File: src/include/hsie_defines.vh
// Register map, field positions, reset values and timing counts for the
// hot-plug slot event interrupt block.
// Assumes a 32-bit APB with byte addresses equal to four times the index.
`ifndef HSIE_DEFINES_VH
`define HSIE_DEFINES_VH

// Register indices; byte address is index times four
`define HSIE_IDX_STAT0 6'h06
`define HSIE_IDX_EN0 6'h07
`define HSIE_IDX_STAT1 6'h0e
`define HSIE_IDX_EN1 6'h0f
`define HSIE_IDX_STAT2 6'h16
`define HSIE_IDX_EN2 6'h17
`define HSIE_IDX_STAT3 6'h1e
`define HSIE_IDX_EN3 6'h1f
`define HSIE_IDX_LINE 6'h20
`define HSIE_IDX_STRIDE 6'h08
`define HSIE_IDX_SLOT_MASK 6'h07
`define HSIE_IDX_LAST_SLOT 6'h1f

// Field positions, shared by enable and status registers
`define HSIE_BIT_CARD_PRESENT_A 0
`define HSIE_BIT_CARD_PRESENT_B 1
`define HSIE_BIT_MECH_SENSE_A 2
`define HSIE_BIT_MECH_SENSE_B 3
`define HSIE_BIT_POWER_FAULT 4
`define HSIE_BIT_POWER_OK 5
`define HSIE_BIT_BUS_SWITCH 6
`define HSIE_BIT_RESERVED 7

// Line state register fields
`define HSIE_BIT_LINE_LOW 0
`define HSIE_BIT_LINE_DRIVE 1

// Reset values and writable masks
`define HSIE_EN_RST 8'h00
`define HSIE_STAT_RST 8'h00
`define HSIE_WMASK 8'h7f

// Edges after reset before a synchronised pin level is trusted
`define HSIE_SYNC_FILL 2'h3

`endif

File: src/hdl/hsie_irq_ctrl.v
// Per-slot event status and interrupt enable registers for four hot-plug
// slots, with a shared open-drain interrupt line, behind an APB slave.
// Assumes slot pins are asynchronous and the bus switch control comes from
// sequencing logic clocked by pclk.
`timescale 1ns/10ps
`default_nettype none
`include "hsie_defines.vh"

// Notes on behaviour
// - Enable bit 7 always reads zero; writes to it are dropped.
// - Enable bit 6 raises the interrupt when the bus switch goes low.
// - Enable bit 5 raises the interrupt on any power-ok level change.
// - Enable bit 4 raises the interrupt when power fault asserts.
// - Enable bit 3 raises the interrupt on mechanical sense B changes.
// - Enable bit 2 raises the interrupt on mechanical sense A changes.
// - Enable bit 1 raises the interrupt on card present B changes.
// - Enable bit 0 raises the interrupt on card present A changes.
// - Enable registers sit at 07h, 0Fh, 17h, 1Fh and reset to zero.
// - The interrupt is open-drain: pulled low when active, else released.
// - Every event is latched in status whether or not it is enabled.
// - Status bits stay set until software writes one; zero leaves them.
module hsie_irq_ctrl #(
  parameter NUM_SLOTS = 4,
  parameter FAULT_ACTIVE_HIGH = 1
) (
  input wire pclk,
  input wire presetn,
  input wire psel,
  input wire penable,
  input wire pwrite,
  input wire [7:0] paddr,
  input wire [31:0] pwdata,
  input wire [3:0] pstrb,
  output reg [31:0] prdata,
  output wire pready,
  output reg pslverr,
  input wire [NUM_SLOTS-1:0] bus_connect_switch_out,
  input wire [NUM_SLOTS-1:0] slot_power_ok_in,
  input wire [NUM_SLOTS-1:0] slot_power_fault_in,
  input wire [NUM_SLOTS-1:0] mech_sense_a_in,
  input wire [NUM_SLOTS-1:0] mech_sense_b_in,
  input wire [NUM_SLOTS-1:0] card_present_a_in,
  input wire [NUM_SLOTS-1:0] card_present_b_in,
  input wire hotplug_irq_in,
  output wire hotplug_irq_out,
  output wire hotplug_irq_oe
);

  localparam PINS = 6 * NUM_SLOTS + 1;
  localparam N = NUM_SLOTS;

  // Address decoding, used by the read path and the write path alike
  function is_word;
    input [7:0] addr;
    begin
      is_word = (addr[1:0] == 2'h0);
    end
  endfunction

  function [5:0] index_of;
    input [7:0] addr;
    begin
      index_of = addr[7:2];
    end
  endfunction

  // Slot registers repeat with a stride of eight words
  function is_slot_reg;
    input [5:0] idx;
    input is_enable;
    reg [5:0] low;
    begin
      low = idx & `HSIE_IDX_SLOT_MASK;
      if (idx > `HSIE_IDX_LAST_SLOT) begin
        is_slot_reg = 1'b0;
      end else if (is_enable) begin
        is_slot_reg = (low == (`HSIE_IDX_EN0 & `HSIE_IDX_SLOT_MASK));
      end else begin
        is_slot_reg = (low == (`HSIE_IDX_STAT0 & `HSIE_IDX_SLOT_MASK));
      end
    end
  endfunction

  function [1:0] slot_of;
    input [5:0] idx;
    begin
      slot_of = idx[4:3];
    end
  endfunction

  // Pin synchroniser outputs
  wire [PINS-1:0] pin_raw;
  wire [PINS-1:0] pin_lvl;
  wire [PINS-1:0] pin_rise;
  wire [PINS-1:0] pin_fall;
  wire pins_primed;

  assign pin_raw = {hotplug_irq_in,
                    card_present_b_in,
                    card_present_a_in,
                    mech_sense_b_in,
                    mech_sense_a_in,
                    slot_power_fault_in,
                    slot_power_ok_in};

  hsie_sync3 #(
    .WIDTH(PINS)
  ) u_sync (
    .pclk(pclk),
    .presetn(presetn),
    .pin_async(pin_raw),
    .level(pin_lvl),
    .rise(pin_rise),
    .fall(pin_fall),
    .primed(pins_primed)
  );

  wire [N-1:0] pwr_ok_chg;
  wire [N-1:0] fault_rise;
  wire [N-1:0] fault_fall;
  wire [N-1:0] mech_a_chg;
  wire [N-1:0] mech_b_chg;
  wire [N-1:0] card_a_chg;
  wire [N-1:0] card_b_chg;
  wire [N-1:0] fault_asserted;
  wire line_low;

  // Changes in either direction count for all these pins but power fault
  assign pwr_ok_chg = pin_rise[N-1:0] | pin_fall[N-1:0];
  assign fault_rise = pin_rise[2*N-1:N];
  assign fault_fall = pin_fall[2*N-1:N];
  assign mech_a_chg = pin_rise[3*N-1:2*N] | pin_fall[3*N-1:2*N];
  assign mech_b_chg = pin_rise[4*N-1:3*N] | pin_fall[4*N-1:3*N];
  assign card_a_chg = pin_rise[5*N-1:4*N] | pin_fall[5*N-1:4*N];
  assign card_b_chg = pin_rise[6*N-1:5*N] | pin_fall[6*N-1:5*N];
  // Fault polarity is a board choice; only the asserting edge counts
  assign fault_asserted = FAULT_ACTIVE_HIGH ? fault_rise : fault_fall;
  assign line_low = ~pin_lvl[PINS-1];

  // Bus switch control is on our clock, so only an edge detector is needed
  reg [N-1:0] bus_sw_prev_ff;
  wire [N-1:0] bus_sw_low;

  always @(posedge pclk or negedge presetn) begin
    if (!presetn) begin
      bus_sw_prev_ff <= {N{1'b0}};
    end else begin
      bus_sw_prev_ff <= bus_connect_switch_out;
    end
  end

  // Starts low after reset, so a switch held low gives no false event
  assign bus_sw_low = bus_sw_prev_ff & ~bus_connect_switch_out;

  // APB decode
  wire [5:0] idx;
  wire [1:0] slot;
  wire hit_en;
  wire hit_stat;
  wire hit_line;
  wire hit_any;
  wire setup_ph;
  wire wr_take;
  wire lane0;

  assign idx = index_of(paddr);
  assign slot = slot_of(idx);
  assign hit_en = is_word(paddr) & is_slot_reg(idx, 1'b1) &
                  ({4'h0, slot} < N);
  assign hit_stat = is_word(paddr) & is_slot_reg(idx, 1'b0) &
                    ({4'h0, slot} < N);
  assign hit_line = is_word(paddr) & (idx == `HSIE_IDX_LINE);
  assign hit_any = hit_en | hit_stat | hit_line;
  assign setup_ph = psel & ~penable;
  // No wait states: every access phase completes on its first edge
  assign pready = 1'b1;
  assign wr_take = psel & penable & pready & pwrite & ~pslverr;
  assign lane0 = pstrb[0];

  // Per-slot registers
  reg [7:0] en_ff [0:N-1];
  reg [7:0] stat_ff [0:N-1];
  wire [N-1:0] slot_pending;

  genvar g;
  generate
    for (g = 0; g < N; g = g + 1) begin : g_slot
      wire [7:0] evt;
      wire wr_en_here;
      wire wr_stat_here;
      wire [7:0] clr;
      wire [7:0] nxt_en;
      wire [7:0] nxt_stat;

      assign evt[`HSIE_BIT_CARD_PRESENT_A] = card_a_chg[g];
      assign evt[`HSIE_BIT_CARD_PRESENT_B] = card_b_chg[g];
      assign evt[`HSIE_BIT_MECH_SENSE_A] = mech_a_chg[g];
      assign evt[`HSIE_BIT_MECH_SENSE_B] = mech_b_chg[g];
      assign evt[`HSIE_BIT_POWER_FAULT] = fault_asserted[g];
      assign evt[`HSIE_BIT_POWER_OK] = pwr_ok_chg[g];
      assign evt[`HSIE_BIT_BUS_SWITCH] = bus_sw_low[g];
      assign evt[`HSIE_BIT_RESERVED] = 1'b0;

      assign wr_en_here = wr_take & lane0 & hit_en & (slot == g);
      assign wr_stat_here = wr_take & lane0 & hit_stat & (slot == g);

      // Reserved bit never stores, so it always reads back zero
      assign nxt_en = wr_en_here ? (pwdata[7:0] & `HSIE_WMASK) :
                      en_ff[g];
      // Write one clears; an event in the same cycle wins over the clear
      assign clr = wr_stat_here ? (pwdata[7:0] & `HSIE_WMASK) : 8'h00;
      assign nxt_stat = ((stat_ff[g] & ~clr) | evt) &
                        `HSIE_WMASK;

      always @(posedge pclk or negedge presetn) begin
        if (!presetn) begin
          en_ff[g] <= `HSIE_EN_RST;
          stat_ff[g] <= `HSIE_STAT_RST;
        end else begin
          en_ff[g] <= nxt_en;
          stat_ff[g] <= nxt_stat;
        end
      end

      // Each enable bit gates its own latched event onto the line
      assign slot_pending[g] = |(stat_ff[g] & en_ff[g]);
    end
  endgenerate

  // Interrupt line
  reg irq_drive_ff;
  wire nxt_irq_drive;

  assign nxt_irq_drive = |slot_pending;

  always @(posedge pclk or negedge presetn) begin
    if (!presetn) begin
      irq_drive_ff <= 1'b0;
    end else begin
      irq_drive_ff <= nxt_irq_drive;
    end
  end

  // Only ever drives low; other devices may share the wire
  assign hotplug_irq_out = 1'b0;
  assign hotplug_irq_oe = irq_drive_ff;

  // Read path, captured in the setup cycle so the data is a flop output
  reg [31:0] nxt_prdata;
  reg nxt_pslverr;

  always @* begin
    nxt_prdata = 32'h0000_0000;
    nxt_pslverr = 1'b0;
    if (hit_en) begin
      nxt_prdata[7:0] = en_ff[slot] & `HSIE_WMASK;
    end else if (hit_stat) begin
      nxt_prdata[7:0] = stat_ff[slot] & `HSIE_WMASK;
    end else if (hit_line) begin
      nxt_prdata[`HSIE_BIT_LINE_LOW] = line_low & pins_primed;
      nxt_prdata[`HSIE_BIT_LINE_DRIVE] = irq_drive_ff;
    end else begin
      nxt_pslverr = 1'b1;
    end
    // The line state register is read-only; a write to it is refused
    if (hit_line & pwrite) begin
      nxt_pslverr = 1'b1;
    end
  end

  always @(posedge pclk or negedge presetn) begin
    if (!presetn) begin
      prdata <= 32'h0000_0000;
      pslverr <= 1'b0;
    end else if (setup_ph) begin
      prdata <= pwrite ? 32'h0000_0000 : nxt_prdata;
      pslverr <= nxt_pslverr;
    end else if (!psel) begin
      prdata <= 32'h0000_0000;
      pslverr <= 1'b0;
    end
  end

endmodule
`default_nettype wire

File: src/hdl/hsie_sync3.v
// Three-stage synchroniser with change detection for a vector of pins.
// Assumes asynchronous pin inputs; outputs are in the pclk domain.
`timescale 1ns/10ps
`default_nettype none
`include "hsie_defines.vh"

module hsie_sync3 #(
  parameter WIDTH = 25
) (
  input wire pclk,
  input wire presetn,
  input wire [WIDTH-1:0] pin_async,
  output wire [WIDTH-1:0] level,
  output wire [WIDTH-1:0] rise,
  output wire [WIDTH-1:0] fall,
  output wire primed
);

  reg [WIDTH-1:0] s1_ff;
  reg [WIDTH-1:0] s2_ff;
  reg [WIDTH-1:0] s3_ff;
  reg [WIDTH-1:0] lvl_ff;
  reg [WIDTH-1:0] rise_ff;
  reg [WIDTH-1:0] fall_ff;
  reg [1:0] fill_ff;
  reg primed_ff;
  wire filled;
  wire [WIDTH-1:0] agree;
  wire [WIDTH-1:0] nxt_lvl;

  assign filled = (fill_ff == `HSIE_SYNC_FILL);
  // A level counts only once stages two and three agree
  assign agree = ~(s2_ff ^ s3_ff);
  assign nxt_lvl = (agree & s3_ff) | (~agree & lvl_ff);

  always @(posedge pclk or negedge presetn) begin
    if (!presetn) begin
      s1_ff <= {WIDTH{1'b0}};
      s2_ff <= {WIDTH{1'b0}};
      s3_ff <= {WIDTH{1'b0}};
      lvl_ff <= {WIDTH{1'b0}};
      rise_ff <= {WIDTH{1'b0}};
      fall_ff <= {WIDTH{1'b0}};
      fill_ff <= 2'h0;
      primed_ff <= 1'b0;
    end else begin
      s1_ff <= pin_async;
      s2_ff <= s1_ff;
      s3_ff <= s2_ff;
      lvl_ff <= nxt_lvl;
      if (!filled) begin
        fill_ff <= fill_ff + 2'h1;
      end
      // Lags the fill by one edge: the first trusted level after reset
      // lands on that edge and must load without an event
      primed_ff <= filled;
      rise_ff <= primed_ff ? (nxt_lvl & ~lvl_ff) : {WIDTH{1'b0}};
      fall_ff <= primed_ff ? (~nxt_lvl & lvl_ff) : {WIDTH{1'b0}};
    end
  end

  assign level = lvl_ff;
  assign rise = rise_ff;
  assign fall = fall_ff;
  assign primed = primed_ff;

endmodule
`default_nettype wire

File: config.mk
export PLATFORM = sky130hd
export DESIGN_NAME = hsie_irq_ctrl
export DESIGN_NICKNAME = d
export VERILOG_FILES = /design/src/hdl/hsie_irq_ctrl.v /design/src/hdl/hsie_sync3.v
export VERILOG_INCLUDE_DIRS = /design/src /design/src/include
export SDC_FILE = /design/constraint.sdc
export NUM_CORES = 1
export LEC_CHECK = 0
export BUFFER_PORTS_ARGS = -buffer_cell sky130_fd_sc_hd__buf_4
export CAP_MARGIN = 10
export CORE_ASPECT_RATIO = 0.8
export CORE_MARGIN = 5
export CORE_UTILIZATION = 60
export CTS_BUF_LIST = sky130_fd_sc_hd__clkbuf_2 sky130_fd_sc_hd__clkbuf_4 sky130_fd_sc_hd__clkbuf_8
export DETAILED_ROUTE_END_ITERATION = 6
export GPL_TIMING_DRIVEN = 1
export PLACE_DENSITY = 0.88
export SETUP_SLACK_MARGIN = 0.05
export SLEW_MARGIN = 25
export SYNTH_ARGS = -nofsm -noshare
export SYNTH_HDL_FRONTEND = slang
export SYNTH_HIERARCHICAL = 1
export SYNTH_SLANG_ARGS = --single-unit
export TNS_END_PERCENT = 5
File: constraint.sdc
create_clock -name pclk -period 3 [get_ports pclk]
set_input_delay 0.15 -clock pclk [delete_from_list [all_inputs] [get_ports pclk]]
set_output_delay 0.15 -clock pclk [all_outputs]
set_load 0.1 [all_outputs]
==> metrics.yaml <==
start_util_pct: 60.69
worstHoldStart: "paddr[1]"
drv_slew: 0
die-area_sq_mm: 0.01601
syn_avg_cell_area_sq_um: 15.50
path_cells: "and3b_1, and4_1, nand4b_4, mux2_2"
nFillCells: 882
synthCells: 525
cp.arrival_ns: 2.50
num_antenna_cells: 0
max_freq_ghz: 0.4685
place_hpwl_um: 9836
firstDrtPassIters: 4
fin_tns_setup_ns: 0
viasPerCell: 5.698
yosysWarnings: 6
setup_viol: 0
critPathLaunch: "pslverr"
end_kind: "register"
root_buffer: "clkbuf_8"
worstPathBufferInverterCount: 0
cts_buffers: 34
period_share_pct: 71.15
slowest_stage: "and4_1"
finalHoldViolCount: 0
cp_max_fo: 9
io_pins: 114
drcViolationCount: 0
clk_latency_ns: 0.49
max-vdd-ir-drop_mv: 0.4637
drv_cap: 0
maxSlewHeadroom_pct: 40.92
hold_path_class: "input port to register"
coreArea_sq_mm: 0.01341
critical_path_class: "register to register"
grt_overflow: 0
layout.nets: 728
hold_depth: 5
drive_gt1_share_pct: 31.29
clkSinkCount: 216
cp_data_required_time_ns: 3.36
fin_skew_ns: 0.01985
grt_max_degree: 112
worst_pin_slew_ns: 0.8823
regArea_sq_mm: 0.005406
cts_tree: "built"
r2r-start: "pslverr"
htreeDepth: 2
min_period_ns: 2.135
ant_nets: 0
r2r_cells: 4
cts.path.max_buffers: 3
wire_per_inst_um: 18.50
multi_input_area_sq_mm: 0.002512
clk_pin_slew_worst_paths_ns: 0.07
outcome: "completed"
power.density_mw_per_mm2: 629.0
antenna_found_initial: 0
postCtsSetupBuffers: 0
min_delay_worst_endpoint: "stat_ff[28]"
die_x_um: 140.2
reg2reg_to: "en_ff[13]"
routabilityCongestion: 0.8605
start_kind: "register"
track_usage_pct: 20.41
port_buffers: 58
rows: 38
area_delta_synth_final_pct: 19.83
rsz0062_at_grt: "no"
die_h_um: 114.2
routed_wirelength_um: 15690
max_stage_delay_ns: 0.67
reg2reg_slack_ns: 0.87
drt-initial-drc-count: 339
route.vias.total: 4832
grt_pass1_vias: 5054
netlist_area_sq_mm: 0.008138
crit_family: "simple AND/OR/NAND/NOR gates"
grt_pass1_wl_um: 26080
fin_ws_ns: 0.8655
dp_slack_ns: 0.8573
leakage_nw: 4.398
## how the worst max path moves through the flow
stage	end	slack, ns	cells after the start
2_1_floorplan	en_ff[16]	0.87	5
3_3_place_gp	en_ff[20]	0.88	5
3_5_place_dp	en_ff[13]	0.86	5
4_1_cts	en_ff[13]	0.90	4
5_1_grt	en_ff[13]	0.81	4
6_report	en_ff[13]	0.87	4
## state kept, by name (all words and copies together) (netlist names), 7 cells and up
signal	cells
u_sync/s3_ff	25
u_sync/level	25
u_sync/s1_ff	25
stat_ff	28
u_sync/s2_ff	25
u_sync/fall	20
u_sync/rise	24
prdata	7
en_ff	28
## area by class of cell
class	instances	area share [%]
clock buffers	50	6.608
flip-flops and latches	216	55.44
clock inverters	5	0.5389
well taps	180	2.309
inverters	5	0.1925
repair buffers	103	9.148
multi-input cells	289	25.76
## routing by layer
layer	global-route usage (%)	vias up	routed length (um)	part of all wire [%]
li1	-	2151	-	-
met1	28.70	2465	6892	44
met2	31.73	179	7343	47
met3	6.013	37	1138	7.3
met4	5.617	0	317	2.0
met5	0	-	0	0
## tightest hold or removal path: stages
cell and delay (ns):
buf_4 0.10, nor4b_4 0.05, nand4_1 0.12, o21ai_0 0.09, nand2b_1 0.07
## timing repair
action                                 in CTS  in global routing
gates resized for setup                     0                  0
endpoints found under the hold margin     166                  0
hold buffers                               40                  0
## placed cells by master (no fill, tap or decap), types with 5 or more instances in the layout
master	instances
a211o_1	5
mux2_2	27
nand3_1	6
nor2b_1	8
o21ai_0	13
inv_1	5
clkbuf_8	44
and4b_1	5
nand2_1	7
mux4_2	14
a21oi_1	5
clkbuf_4	7
a22oi_1	8
and4bb_2	20
nand4_1	5
maj3_1	25
buf_4	61
and4b_2	19
nor3_1	15
dfrtp_1	215
nor2_1	25
dlygate4sd3_1	40
a31oi_1	15
mux2i_1	7
conb_1	27
## stage by stage
| stage | hold WS [ns] | total power, W | utilization, % | instances | cell area [sq um] |
|---|---|---|---|---|---|
| floorplan | -0.1456 | 0.003477 | - | 550 | 8232 |
| global placement | 0.2593 | 0.003599 | 64.54 | 753 | 8653 |
| detailed placement | 0.2603 | 0.003621 | 64.55 | 753 | 8655 |
| CTS | 0.09605 | 0.006185 | 72.73 | 848 | 9752 |
| global route | 0.1600 | 0.006368 | 72.73 | 848 | 9752 |
| finish | 0.1269 | 0.006134 | 72.73 | 848 | 9752 |
## power by group
group | leakage (nW) | internal (W) | switching [W]
clock network | 0.367 | 0.00145 | 0.00107
logic | 1.44 | 0.000177 | 0.000320
registers | 2.59 | 0.00304 | 0.0000758
No activity file was read; power rests on OpenSTA's default activity.
